--- config.mk ---
export PLATFORM = sky130hd
export DESIGN_NAME = cac_regs
export DESIGN_NICKNAME = d
export VERILOG_FILES = /design/src/cac_pkg.sv /design/src/cac_sync.sv /design/src/cac_sink.sv /design/src/cac_regs.sv
export SDC_FILE = /design/constraint.sdc
export NUM_CORES = 1
export LEC_CHECK = 0
export BUFFER_PORTS_ARGS = -buffer_cell sky130_fd_sc_hd__clkbuf_2
export CORE_ASPECT_RATIO = 1.75
export CORE_UTILIZATION = 52
export CTS_CLUSTER_DIAMETER = 120
export DETAILED_ROUTE_END_ITERATION = 16
export PLACE_DENSITY = 0.83
export SLEW_MARGIN = 20
export SYNTH_ARGS = -nofsm -noshare
export SYNTH_HDL_FRONTEND = slang
export SYNTH_HIERARCHICAL = 1
export SYNTH_SLANG_ARGS = --single-unit
--- constraint.sdc ---
create_clock -name clk -period 1.41 [get_ports clk]
set_input_delay 0.2115 -clock clk [delete_from_list [all_inputs] [get_ports clk]]
set_output_delay 0.2115 -clock clk [all_outputs]
set_load 0.01 [all_outputs]
--- src/cac_pkg.sv ---
/*
  Package of the charger and converter configuration bank: register
  offsets, field positions, reset values, carrier structs and states.
  Assumes it is compiled before every other file of the bank.
*/
`default_nettype none

package cac_pkg;

  // register offsets on the serial register port
  localparam logic [7:0] CAC_OFS_CHG_SECOND = 8'h05;
  localparam logic [7:0] CAC_OFS_CHG_THIRD  = 8'h06;
  localparam logic [7:0] CAC_OFS_CONV_CFG   = 8'h07;

  // charger_config_second field positions
  localparam int CAC_C2_DYN_TIMER   = 7;
  localparam int CAC_C2_PRE_VOLT    = 6;
  localparam int CAC_C2_CHG_VOLT_HI = 5;
  localparam int CAC_C2_CHG_VOLT_LO = 4;

  // charger_config_third field positions
  localparam int CAC_C3_ADP_SINK_DIS = 7;
  localparam int CAC_C3_PATH_THR_HI  = 6;
  localparam int CAC_C3_PATH_THR_LO  = 5;
  localparam int CAC_C3_PRE_TIME     = 4;
  localparam int CAC_C3_TERM_HI      = 3;
  localparam int CAC_C3_TERM_LO      = 2;
  localparam int CAC_C3_CHARGING     = 1;
  localparam int CAC_C3_USB_SINK_DIS = 0;

  // converter_config field positions
  localparam int CAC_CV_ENABLE  = 7;
  localparam int CAC_CV_START   = 6;
  localparam int CAC_CV_DONE    = 5;
  localparam int CAC_CV_REF_EN  = 4;
  localparam int CAC_CV_SEL_HI  = 3;
  localparam int CAC_CV_SEL_LO  = 0;

  // reset values, loaded at reset and on undervoltage lockout
  localparam logic [7:0] CAC_RST_CHG_SECOND = 8'hE0;
  localparam logic [7:0] CAC_RST_CHG_THIRD  = 8'h64;
  localparam logic [7:0] CAC_RST_CONV_CFG   = 8'h20;

  // input select codes that use the 6.0V full scale
  localparam logic [3:0] CAC_SEL_HIGH_FIRST = 4'h6;
  localparam logic [3:0] CAC_SEL_HIGH_LAST  = 4'hC;

  // pin synchroniser depth
  localparam int CAC_SYNC_STAGES = 3;

  // charger configuration handed to the charger logic
  typedef struct packed {
    logic       dyn_timer;
    logic       precharge_volt_hi;
    logic [1:0] charge_volt;
    logic       adapter_sink_dis;
    logic [1:0] path_threshold;
    logic       precharge_long;
    logic [1:0] term_factor;
    logic       usb_sink_dis;
  } cac_charger_cfg_t;

  // converter configuration handed to the analog front end
  typedef struct packed {
    logic       enable;
    logic       reference_en;
    logic [3:0] input_sel;
    logic       full_scale_high;
  } cac_converter_cfg_t;

  typedef enum logic [1:0] {
    CAC_CONV_IDLE = 2'b01,
    CAC_CONV_BUSY = 2'b10
  } cac_conv_state_t;

endpackage

`default_nettype wire

--- src/cac_sync.sv ---
/*
  Three-stage pin synchroniser with agreement filter.
  Assumes asynchronous inputs; output moves only when stages two and
  three agree.
*/
`timescale 1ns/100ps
`default_nettype none

module cac_sync #(
  parameter int WIDTH = 1
) (
  input  wire logic             clk,
  input  wire logic             rst,
  input  wire logic [WIDTH-1:0] pin,
  output var  logic [WIDTH-1:0] level
);

  logic [WIDTH-1:0] s1_q;
  logic [WIDTH-1:0] s2_q;
  logic [WIDTH-1:0] s3_q;

  if (WIDTH < 1) begin : g_chk
    $error("cac_sync needs at least one bit");
  end

  always_ff @(posedge clk) begin
    if (rst) begin
      s1_q <= '0;
      s2_q <= '0;
      s3_q <= '0;
    end else begin
      s1_q <= pin;
      s2_q <= s1_q;
      s3_q <= s2_q;
    end
  end

  always_ff @(posedge clk) begin
    if (rst) begin
      level <= '0;
    end else begin
      for (int i = 0; i < WIDTH; i++) begin
        if (s2_q[i] == s3_q[i]) begin
          level[i] <= s3_q[i];
        end
      end
    end
  end

endmodule

`default_nettype wire

--- src/cac_sink.sv ---
/*
  Input-pin current sink control for one supply input.
  Assumes a synchronised voltage-present level and the disable bit.
*/
`timescale 1ns/100ps
`default_nettype none

module cac_sink (
  input  wire logic clk,
  input  wire logic rst,
  input  wire logic voltage_present,
  input  wire logic sink_disable,
  output var  logic sink_en
);

  // sink only keeps a bare pin from floating
  always_ff @(posedge clk) begin
    if (rst) begin
      sink_en <= 1'b0;
    end else begin
      sink_en <= !sink_disable && !voltage_present;
    end
  end

endmodule

`default_nettype wire

--- src/cac_regs.sv ---
/*
  Charger and converter configuration register bank.
  Assumes a serial front end on the same clock delivering byte
  register strobes, analog status levels on pins, and a converter
  core that pulses done on this clock.
*/
`timescale 1ns/100ps
`default_nettype none

// Functional notes
// - dynamic timer bit halves safety timer rate while thermal or path loop runs.
// - precharge voltage bit picks 2.5V (0) or 2.9V (1) fast-charge threshold.
// - charge voltage field picks 4.10, 4.15, 4.20 or 4.25V.
// - adapter sink enabled when its disable bit is 0 and no voltage there; the bank holds it off during undervoltage lockout.
// - USB sink enabled when its disable bit is 0 and no voltage there; the bank holds it off during undervoltage lockout.
// - a sink turns off once voltage is seen on its pin.
// - path threshold field picks 3.5, 3.75, 4.25 or 4.50 V.
// - precharge time bit picks 30 min (0) or 60 min (1).
// - termination factor field picks 0.04, 0.1, 0.15 or 0.2.
// - read-only charging bit shows charger activity; writes ignored.
// - converter enable bit powers the converter; default 0.
// - host writes start 1; device clears it when conversion completes.
// - read-only end-of-conversion flag is 1 when done; default 1.
// - reference enable bit switches reference regulator; default 0.
// - undervoltage lockout reloads every writable field with its default.
// - input select routes source; low sources 2.25V, supply sources 6.0V.
module cac_regs (
  input  wire logic                        clk,
  input  wire logic                        rst,
  input  wire logic                        reg_wr,
  input  wire logic                        reg_rd,
  input  wire logic [7:0]                  reg_addr,
  input  wire logic [7:0]                  reg_wdata,
  output var  logic [7:0]                  reg_rdata,
  output var  logic                        reg_rvalid,
  input  wire logic                        undervoltage_lockout_pin,
  input  wire logic                        charging_pin,
  input  wire logic                        thermal_loop_pin,
  input  wire logic                        power_path_loop_pin,
  input  wire logic                        adapter_input_pin_present,
  input  wire logic                        usb_input_present,
  input  wire logic                        timer_base_tick,
  input  wire logic                        adc_done,
  output var  logic                        timer_tick,
  output var  cac_pkg::cac_charger_cfg_t   charger_cfg,
  output var  cac_pkg::cac_converter_cfg_t converter_cfg,
  output var  logic                        adc_start,
  output var  logic                        conversion_busy,
  output var  logic                        adapter_sink_en,
  output var  logic                        usb_sink_en
);
  import cac_pkg::*;

  localparam int SYNC_W = 6;

  logic [SYNC_W-1:0] pins_raw;
  logic [SYNC_W-1:0] pins_lvl;
  logic              undervoltage_lockout_s;
  logic              charging_s;
  logic              thermal_s;
  logic              path_s;
  logic              adapter_s;
  logic              usb_s;

  logic              wr_c2;
  logic              wr_c3;
  logic              wr_cv;
  logic              start_req;
  logic              reload;

  logic              dyn_q;
  logic              pre_volt_q;
  logic [1:0]        chg_volt_q;
  logic              adp_dis_q;
  logic [1:0]        path_thr_q;
  logic              pre_time_q;
  logic [1:0]        term_q;
  logic              usb_dis_q;
  logic              conv_en_q;
  logic              ref_en_q;
  logic [3:0]        sel_q;
  logic              start_q;
  logic              done_q;
  logic              half_q;
  logic              slow;
  logic [7:0]        rd_word;
  logic              fsh_q;

  cac_conv_state_t   state_q;

  if (CAC_SYNC_STAGES != 3) begin : g_chk
    $error("cac_regs expects a three-stage pin synchroniser");
  end

  // slices below assume these field widths
  if ((CAC_C2_CHG_VOLT_HI - CAC_C2_CHG_VOLT_LO) != 1 ||
      (CAC_C3_PATH_THR_HI - CAC_C3_PATH_THR_LO) != 1 ||
      (CAC_C3_TERM_HI - CAC_C3_TERM_LO) != 1 ||
      (CAC_CV_SEL_HI - CAC_CV_SEL_LO) != 3) begin : g_fld
    $error("cac_regs field positions do not fit field widths");
  end

  // all asynchronous status pins through one filtered synchroniser
  assign pins_raw = {undervoltage_lockout_pin, charging_pin,
                     thermal_loop_pin, power_path_loop_pin,
                     adapter_input_pin_present, usb_input_present};

  cac_sync #(
    .WIDTH (SYNC_W)
  ) u_sync (
    .clk   (clk),
    .rst   (rst),
    .pin   (pins_raw),
    .level (pins_lvl)
  );

  assign undervoltage_lockout_s     = pins_lvl[5];
  assign charging_s = pins_lvl[4];
  assign thermal_s  = pins_lvl[3];
  assign path_s     = pins_lvl[2];
  assign adapter_s  = pins_lvl[1];
  assign usb_s      = pins_lvl[0];

  // write decode
  assign wr_c2  = reg_wr && (reg_addr == CAC_OFS_CHG_SECOND);
  assign wr_c3  = reg_wr && (reg_addr == CAC_OFS_CHG_THIRD);
  assign wr_cv  = reg_wr && (reg_addr == CAC_OFS_CONV_CFG);
  assign reload = rst || undervoltage_lockout_s;

  // start only honoured when the same write leaves the converter on
  assign start_req = wr_cv && reg_wdata[CAC_CV_START]
                     && reg_wdata[CAC_CV_ENABLE]
                     && (state_q == CAC_CONV_IDLE) && !undervoltage_lockout_s;

  // charger_config_second
  always_ff @(posedge clk) begin
    if (reload) begin
      dyn_q      <= CAC_RST_CHG_SECOND[CAC_C2_DYN_TIMER];
      pre_volt_q <= CAC_RST_CHG_SECOND[CAC_C2_PRE_VOLT];
      chg_volt_q <= CAC_RST_CHG_SECOND[CAC_C2_CHG_VOLT_HI:
                                       CAC_C2_CHG_VOLT_LO];
    end else if (wr_c2) begin
      dyn_q      <= reg_wdata[CAC_C2_DYN_TIMER];
      pre_volt_q <= reg_wdata[CAC_C2_PRE_VOLT];
      chg_volt_q <= reg_wdata[CAC_C2_CHG_VOLT_HI:
                              CAC_C2_CHG_VOLT_LO];
    end
  end

  // charger_config_third; charging bit is not stored
  always_ff @(posedge clk) begin
    if (reload) begin
      adp_dis_q  <= CAC_RST_CHG_THIRD[CAC_C3_ADP_SINK_DIS];
      path_thr_q <= CAC_RST_CHG_THIRD[CAC_C3_PATH_THR_HI:
                                      CAC_C3_PATH_THR_LO];
      pre_time_q <= CAC_RST_CHG_THIRD[CAC_C3_PRE_TIME];
      term_q     <= CAC_RST_CHG_THIRD[CAC_C3_TERM_HI:CAC_C3_TERM_LO];
      usb_dis_q  <= CAC_RST_CHG_THIRD[CAC_C3_USB_SINK_DIS];
    end else if (wr_c3) begin
      adp_dis_q  <= reg_wdata[CAC_C3_ADP_SINK_DIS];
      path_thr_q <= reg_wdata[CAC_C3_PATH_THR_HI:
                              CAC_C3_PATH_THR_LO];
      pre_time_q <= reg_wdata[CAC_C3_PRE_TIME];
      term_q     <= reg_wdata[CAC_C3_TERM_HI:CAC_C3_TERM_LO];
      usb_dis_q  <= reg_wdata[CAC_C3_USB_SINK_DIS];
    end
  end

  // converter_config writable fields
  always_ff @(posedge clk) begin
    if (reload) begin
      conv_en_q <= CAC_RST_CONV_CFG[CAC_CV_ENABLE];
      ref_en_q  <= CAC_RST_CONV_CFG[CAC_CV_REF_EN];
      sel_q     <= CAC_RST_CONV_CFG[CAC_CV_SEL_HI:CAC_CV_SEL_LO];
    end else if (wr_cv) begin
      conv_en_q <= reg_wdata[CAC_CV_ENABLE];
      ref_en_q  <= reg_wdata[CAC_CV_REF_EN];
      sel_q     <= reg_wdata[CAC_CV_SEL_HI:CAC_CV_SEL_LO];
    end
  end

  // conversion sequencer
  always_ff @(posedge clk) begin
    if (reload) begin
      state_q <= CAC_CONV_IDLE;
    end else begin
      case (state_q)
        CAC_CONV_IDLE: begin
          if (start_req) begin
            state_q <= CAC_CONV_BUSY;
          end
        end
        CAC_CONV_BUSY: begin
          // disable while busy aborts; done stays low
          if (adc_done || !conv_en_q) begin
            state_q <= CAC_CONV_IDLE;
          end
        end
        default: begin
          state_q <= CAC_CONV_IDLE;
        end
      endcase
    end
  end

  // self-clearing start bit
  always_ff @(posedge clk) begin
    if (reload) begin
      start_q <= CAC_RST_CONV_CFG[CAC_CV_START];
    end else if (start_req) begin
      start_q <= 1'b1;
    end else if (state_q == CAC_CONV_BUSY
                 && (adc_done || !conv_en_q)) begin
      start_q <= 1'b0;
    end
  end

  // end-of-conversion flag; finish beats abort
  always_ff @(posedge clk) begin
    if (reload) begin
      done_q <= CAC_RST_CONV_CFG[CAC_CV_DONE];
    end else if (state_q == CAC_CONV_BUSY && adc_done) begin
      done_q <= 1'b1;
    end else if (start_req) begin
      done_q <= 1'b0;
    end
  end

  // start strobe to the converter core
  always_ff @(posedge clk) begin
    if (rst) begin
      adc_start <= 1'b0;
    end else begin
      adc_start <= start_req;
    end
  end

  assign conversion_busy = (state_q == CAC_CONV_BUSY);

  // safety timer tick scaling
  assign slow = dyn_q && (thermal_s || path_s);

  always_ff @(posedge clk) begin
    if (rst) begin
      half_q <= 1'b0;
    end else if (!slow) begin
      half_q <= 1'b0;
    end else if (timer_base_tick) begin
      half_q <= !half_q;
    end
  end

  always_ff @(posedge clk) begin
    if (rst) begin
      timer_tick <= 1'b0;
    end else begin
      timer_tick <= timer_base_tick && (!slow || half_q);
    end
  end

  // input-pin current sinks
  cac_sink u_sink_adapter (
    .clk             (clk),
    .rst             (reload),
    .voltage_present (adapter_s),
    .sink_disable    (adp_dis_q),
    .sink_en         (adapter_sink_en)
  );

  cac_sink u_sink_usb (
    .clk             (clk),
    .rst             (reload),
    .voltage_present (usb_s),
    .sink_disable    (usb_dis_q),
    .sink_en         (usb_sink_en)
  );

  // configuration towards charger and converter
  assign charger_cfg.dyn_timer         = dyn_q;
  assign charger_cfg.precharge_volt_hi = pre_volt_q;
  assign charger_cfg.charge_volt       = chg_volt_q;
  assign charger_cfg.adapter_sink_dis  = adp_dis_q;
  assign charger_cfg.path_threshold    = path_thr_q;
  assign charger_cfg.precharge_long    = pre_time_q;
  assign charger_cfg.term_factor       = term_q;
  assign charger_cfg.usb_sink_dis      = usb_dis_q;

  assign converter_cfg.enable       = conv_en_q;
  assign converter_cfg.reference_en = ref_en_q;
  assign converter_cfg.input_sel    = sel_q;
  assign converter_cfg.full_scale_high = fsh_q;

  // supply and battery sources take the wide range
  always_ff @(posedge clk) begin
    if (reload) begin
      fsh_q <= 1'b0;
    end else begin
      fsh_q <= (sel_q >= CAC_SEL_HIGH_FIRST)
               && (sel_q <= CAC_SEL_HIGH_LAST);
    end
  end

  // read mux; reserved and unmapped read zero
  always_comb begin
    rd_word = 8'h00;
    case (reg_addr)
      CAC_OFS_CHG_SECOND: begin
        rd_word[CAC_C2_DYN_TIMER] = dyn_q;
        rd_word[CAC_C2_PRE_VOLT]  = pre_volt_q;
        rd_word[CAC_C2_CHG_VOLT_HI:CAC_C2_CHG_VOLT_LO] = chg_volt_q;
      end
      CAC_OFS_CHG_THIRD: begin
        rd_word[CAC_C3_ADP_SINK_DIS] = adp_dis_q;
        rd_word[CAC_C3_PATH_THR_HI:CAC_C3_PATH_THR_LO] = path_thr_q;
        rd_word[CAC_C3_PRE_TIME]     = pre_time_q;
        rd_word[CAC_C3_TERM_HI:CAC_C3_TERM_LO] = term_q;
        rd_word[CAC_C3_CHARGING]     = charging_s;
        rd_word[CAC_C3_USB_SINK_DIS] = usb_dis_q;
      end
      CAC_OFS_CONV_CFG: begin
        rd_word[CAC_CV_ENABLE] = conv_en_q;
        rd_word[CAC_CV_START]  = start_q;
        rd_word[CAC_CV_DONE]   = done_q;
        rd_word[CAC_CV_REF_EN] = ref_en_q;
        rd_word[CAC_CV_SEL_HI:CAC_CV_SEL_LO] = sel_q;
      end
      default: begin
        rd_word = 8'h00;
      end
    endcase
  end

  always_ff @(posedge clk) begin
    if (rst) begin
      reg_rdata  <= 8'h00;
      reg_rvalid <= 1'b0;
    end else begin
      reg_rvalid <= reg_rd;
      if (reg_rd) begin
        reg_rdata <= rd_word;
      end
    end
  end

endmodule

`default_nettype wire

Yosys cells after proc, flatten, opt, wreduce, memory -nomap -nowiden:

Cells that the tools add are included.

* input port bits: 28
* register bits: 60

* equal/unequal tests: 13
* bitwise logic cells: 1
* reduce and logical (&&, ||, !) cells: 30
* $lt $le $gt $ge: 2
* mux-type cells: 7

Operator list (number)
* $eq 8x3->1 const B: 3
* $logic_and 1x1->1: 14
* $pmux 4 s3: 1
* $logic_not 1->1: 8
* $pmux 4 s2: 1
* $eq 1x1->1: 6
* $ge 4x3->1 const B: 1
* $le 4x4->1 const B: 1
* $logic_or 1x1->1: 4
* $mux 2: 2
* $pmux 2 s2: 1
* $reduce_or 2->1: 2
* $eq 2x1->1 const B: 1
* $eq 2x2->1 const B: 1
* $mux 1: 2
* $ne 2x1->1 const B: 1
* $ne 2x2->1 const B: 1
* $reduce_and 2->1: 1
* $reduce_bool 2->1: 1
* $not 1->1: 1

Logic depth before layout (Yosys ltp):

* word-level depth: 8
* gate-level depth with buffers: 5
* gate-level depth less buffers: 4

Modules after synthesis:

The synthesis kept the hierarchy.

Modules (own cells, without submodules)
* cac_regs: area each 1620.3 µm², cells each 170, seq. area each 680.7 µm², times used 1
* cac_sync: area each 720.7 µm², cells each 62, seq. area each 480.5 µm², times used 1
* cac_sink: area each 30.0 µm², cells each 2, seq. area each 20.0 µm², times used 2

Least setup slack after synthesis:

No wires, ideal clock.

* path kind: input to register
* start point: input reg_addr[1]
* end point: register pre_time_q
* library setup time: 0.072 ns
* data arrival time: 1.148 ns
* data required time: 1.338 ns
* cell stages on the path: 5
* slack: 0.190 ns
* cells stage by stage: buf_4 -> nor3b_4 -> and3_2 -> buf_6 -> mux2i_1

* cells in the longest elaborated chain, start to end: 2

Ends and longest elaborated chain
* start: declaration: line cac_regs.sv:32 `input wire logic [7:0] reg_addr,`
* $eq 8x3->1: line cac_regs.sv:126 `assign wr_c3 = reg_wr && (reg_addr == CAC_OFS_CHG_THIRD);`
* $logic_and 1x1->1: line cac_regs.sv:126
* end signal: assignment: line cac_regs.sv:156 `pre_time_q <= CAC_RST_CHG_THIRD[CAC_C3_PRE_TIME];`
* end signal: assignment: line cac_regs.sv:163 `pre_time_q <= reg_wdata[CAC_C3_PRE_TIME];`
* end: declaration: line cac_regs.sv:76 `logic pre_time_q;`

No other way between the ends.
A chain may end at the register's enable or synchronous reset.

Final worst setup path:

* start point: register u_sync.level[5]
* end point: register done_q

* cells in the longest elaborated chain, start to end: 2

Ends and longest elaborated chain
* start: declaration: line cac_sync.sv:15 `output var logic [WIDTH-1:0] level`
* start signal: indexed assignment: line cac_sync.sv:44 `level[i] <= s3_q[i];`
* $logic_or 1x1->1 / $logic_not 1->1 (equally long branches): line cac_regs.sv:128, cac_regs.sv:133
* $reduce_or 2->1 (no source line) / $logic_and 1x1->1 (equally long branches)
* end signal: assignment: line cac_regs.sv:221 `done_q <= CAC_RST_CONV_CFG[CAC_CV_DONE];`
* end: declaration: line cac_regs.sv:83 `logic done_q;`

Several ways; a longest one is shown, not always the timed one.

==> flow_summary.json <==
{
  "status": "finished, final reports clean",
  "power_mw": 3.473,
  "dieWidth_um": 53.37,
  "ys_seq_area_share_pct": 50.03,
  "critPathMaxFanout": 5,
  "synth_warnings": 6,
  "crit_required_ns": 1.63,
  "syn_nets": 264,
  "core-area_um2": 4404,
  "max_freq_mhz": 757.4,
  "ioPinCount": 60,
  "area_delta_synth_final_pct": 20.11,
  "clkLatencyLatePin_ns": 0.33,
  "antenna_found_initial": 0,
  "critPathMaxStageDelay_ns": 0.35,
  "rsz0062_at_grt": "no",
  "syn-cell-area_um2": 2401,
  "fin_tns_setup_ns": 0,
  "drv_cap": 0,
  "final_util_pct": 65.48,
  "grt.overflow.total": 0,
  "cts_buffers": 9,
  "hold_path_class": "input pin to register",
  "cts_max_path_buffers": 2,
  "synthTopCellsByArea": "dfxtp_1 50%, mux2i_1 7.1%, nand2_1 3.9%",
  "route.detailed.drc": 0,
  "fp.dieH_um": 91.89,
  "ir_worst_vdd_mv": 0.7768,
  "cts_hold_buf": 0,
  "slew_headroom_pct": 62.45,
  "r2r_slack_ns": 0.09,
  "place_congestion": 0.8735,
  "ys_types": 37,
  "io_buffers": 59,
  "place_ws_ns": 0.03491,
  "cp-start-kind": "register",
  "dr.pass1.iters": 4,
  "ant_nets": 0,
  "clock_skew_ns": 0.003901,
  "hold_viol": 0,
  "n_antenna_cell": 0,
  "ys_ff_latch": 60,
  "worst_ep_arrival_time_ns": 1.55,
  "wire_per_inst_um": 13.86,
  "worst_setup_hold_path_clk_slew_ns": 0.07,
  "syn_avg_cell_area_um2": 10.17,
  "path_class": "register to register",
  "die-area_um2": 4904,
  "tightest_slew_ns": 0.5627,
  "cts_tree": "built",
  "drt_iter0_drc": 68,
  "hpwl_um": 3570,
  "worstPathCellList": "nor4bb_1, nand4_1, a221o_1",
  "vias": 1888,
  "synthCells": 236,
  "post_cts_buffers": 0,
  "post_cts_resized": 0,
  "grt_max_degree": 37,
  "cts_root_buffer": "clkbuf_8",
  "fp-row-count": 32,
  "yosysTopAreaCell": "dfxtp_1",
  "cts_sinks": 60,
  "end_kind": "register",
  "period_needed_ns": 1.320,
  "synth_top_area_share_pct": 50.03,
  "min-delay-start": "undervoltage_lockout_pin",
  "post-route-period-util_pct": 93.64,
  "slew_viol_final": 0,
  "path_buf_inv": 0,
  "r2r-start": "u_sync/level[5]",
  "setup_slack_ns": 0.08966,
  "grt_pass1_wl_um": 7721,
  "power.density_nw_per_um2": 1204,
  "start_util_pct": 54.52,
  "h-tree-depth": 3,
  "startpoint": "u_sync/level[5]",
  "first_global_vias": 1805,
  "crit_family": "simple AND/OR/NAND/NOR gates",
  "drive_gt1_share_pct": 35.33,
  "nets": 323,
  "viasPerCell": 5.379,
  "cp_slowest_cell": "dfxtp_1",
  "leakage_nw": 1.308,
  "drt_wl_total_um": 4865,
  "setup_viol": 0,
  "grtUsageTotal_pct": 22.30
}
## metal layers
metal	track usage [%]	part of all wire, %
met5	0	0
met4	14.91	4.3
met3	7.960	6.5
met2	36.35	50
met1	22.56	39
## kinds of logic after synthesis
group	share of synthesized area, %
simple gates	24.60
flops	50.03
compound gates	8.129
mux	10.84
buf+inv	6.044
xor+xnor	0.3648
## area by class of cell
cell class              instances  area (µm²)
fillers                       381        1520
flip-flops and latches         60        1201
multi-input cells             155        1055
repair buffers                 67       355.3
clock buffers                  11       151.4
well taps                      51       63.81
clock inverters                 5       50.05
inverters                       2       7.507
## path summary, 6_finish.rpt
check	to	depth (start not counted)
hold reg to reg	u_sync/s2_q[0]	1
setup / recovery	done_q	3
setup reg to reg	done_q	3
hold / removal	u_sync/s1_q[5]	2
## cell usage after synthesis
| library cell | number |
|---|---|
| a21oi_1 | 12 |
| a221o_1 | 1 |
| a221oi_1 | 4 |
| a31oi_1 | 4 |
| and2_1 | 2 |
| and2b_1 | 4 |
| and3_1 | 1 |
| and3_2 | 1 |
| and4_1 | 1 |
| buf_1 | 1 |
| buf_2 | 2 |
| buf_4 | 9 |
| buf_6 | 4 |
| clkbuf_1 | 3 |
| dfxtp_1 | 60 |
| inv_1 | 2 |
| mux2_2 | 8 |
| mux2i_1 | 17 |
| nand2_1 | 25 |
| nand2b_1 | 5 |
| nand3_1 | 1 |
| nand3_2 | 1 |
| nand3b_1 | 1 |
| nand4_1 | 5 |
| nand4b_4 | 1 |
| nor2_1 | 14 |
| nor2b_1 | 15 |
| nor2b_2 | 7 |
| nor3_1 | 5 |
| nor3_2 | 3 |
| nor3b_1 | 1 |
| nor3b_4 | 1 |
| nor4b_4 | 1 |
| nor4bb_1 | 1 |
| o21a_1 | 2 |
| o21ai_0 | 10 |
| xnor2_1 | 1 |
## power breakdown
part	leakage (nW)	internal, mW	switching (mW)
combinational	0.712	0.0924	0.109
clock	0.109	0.899	0.640
sequential	0.488	1.72	0.00863
total	1.31	2.71	0.758
## worst register-to-register path, cell delays in order, from the launching register on
cell and delay [ns]:
dfxtp_1 0.35, nor4bb_1 0.34, nand4_1 0.20, a221o_1 0.33
## cells in the final DEF (no fill, tap or decap), types with 3 or more instances in the layout
cell and n:
clkbuf_2 59, nor2b_2 7, and2b_1 4, o21ai_0 10, clkinv_2 4, nor3_1 5, dfxtp_1 60, buf_4 8
mux2i_1 17, nor2b_1 15, clkbuf_8 11, a31oi_1 4, a21oi_1 12, nand2b_1 5, nand2_1 25, mux2_2 8
nand4_1 5, a221oi_1 4, nor2_1 14, nor3_2 3
## through the flow
step / instance area, µm² / std cells / hold WS [ns]
after floorplan: 2401 / 236 / 0.2831
final: 2884 / 351 / 0.08210
after CTS: 2884 / 351 / 0.06107
after global routing: 2884 / 351 / 0.06394
after detailed placement: 2683 / 335 / 0.4197
after global placement: 2683 / 335 / 0.4143
## state kept, by name, indices dropped and copies added, names as in the netlist, 2 cells and up
register,cells
sel_q,4
u_sync/s2_q,6
u_sync/s1_q,6
reg_rdata,8
path_thr_q,2
u_sync/s3_q,6
chg_volt_q,2
term_q,2
state_q,2
u_sync/level,6
Power figures use the tool's default switching activity.
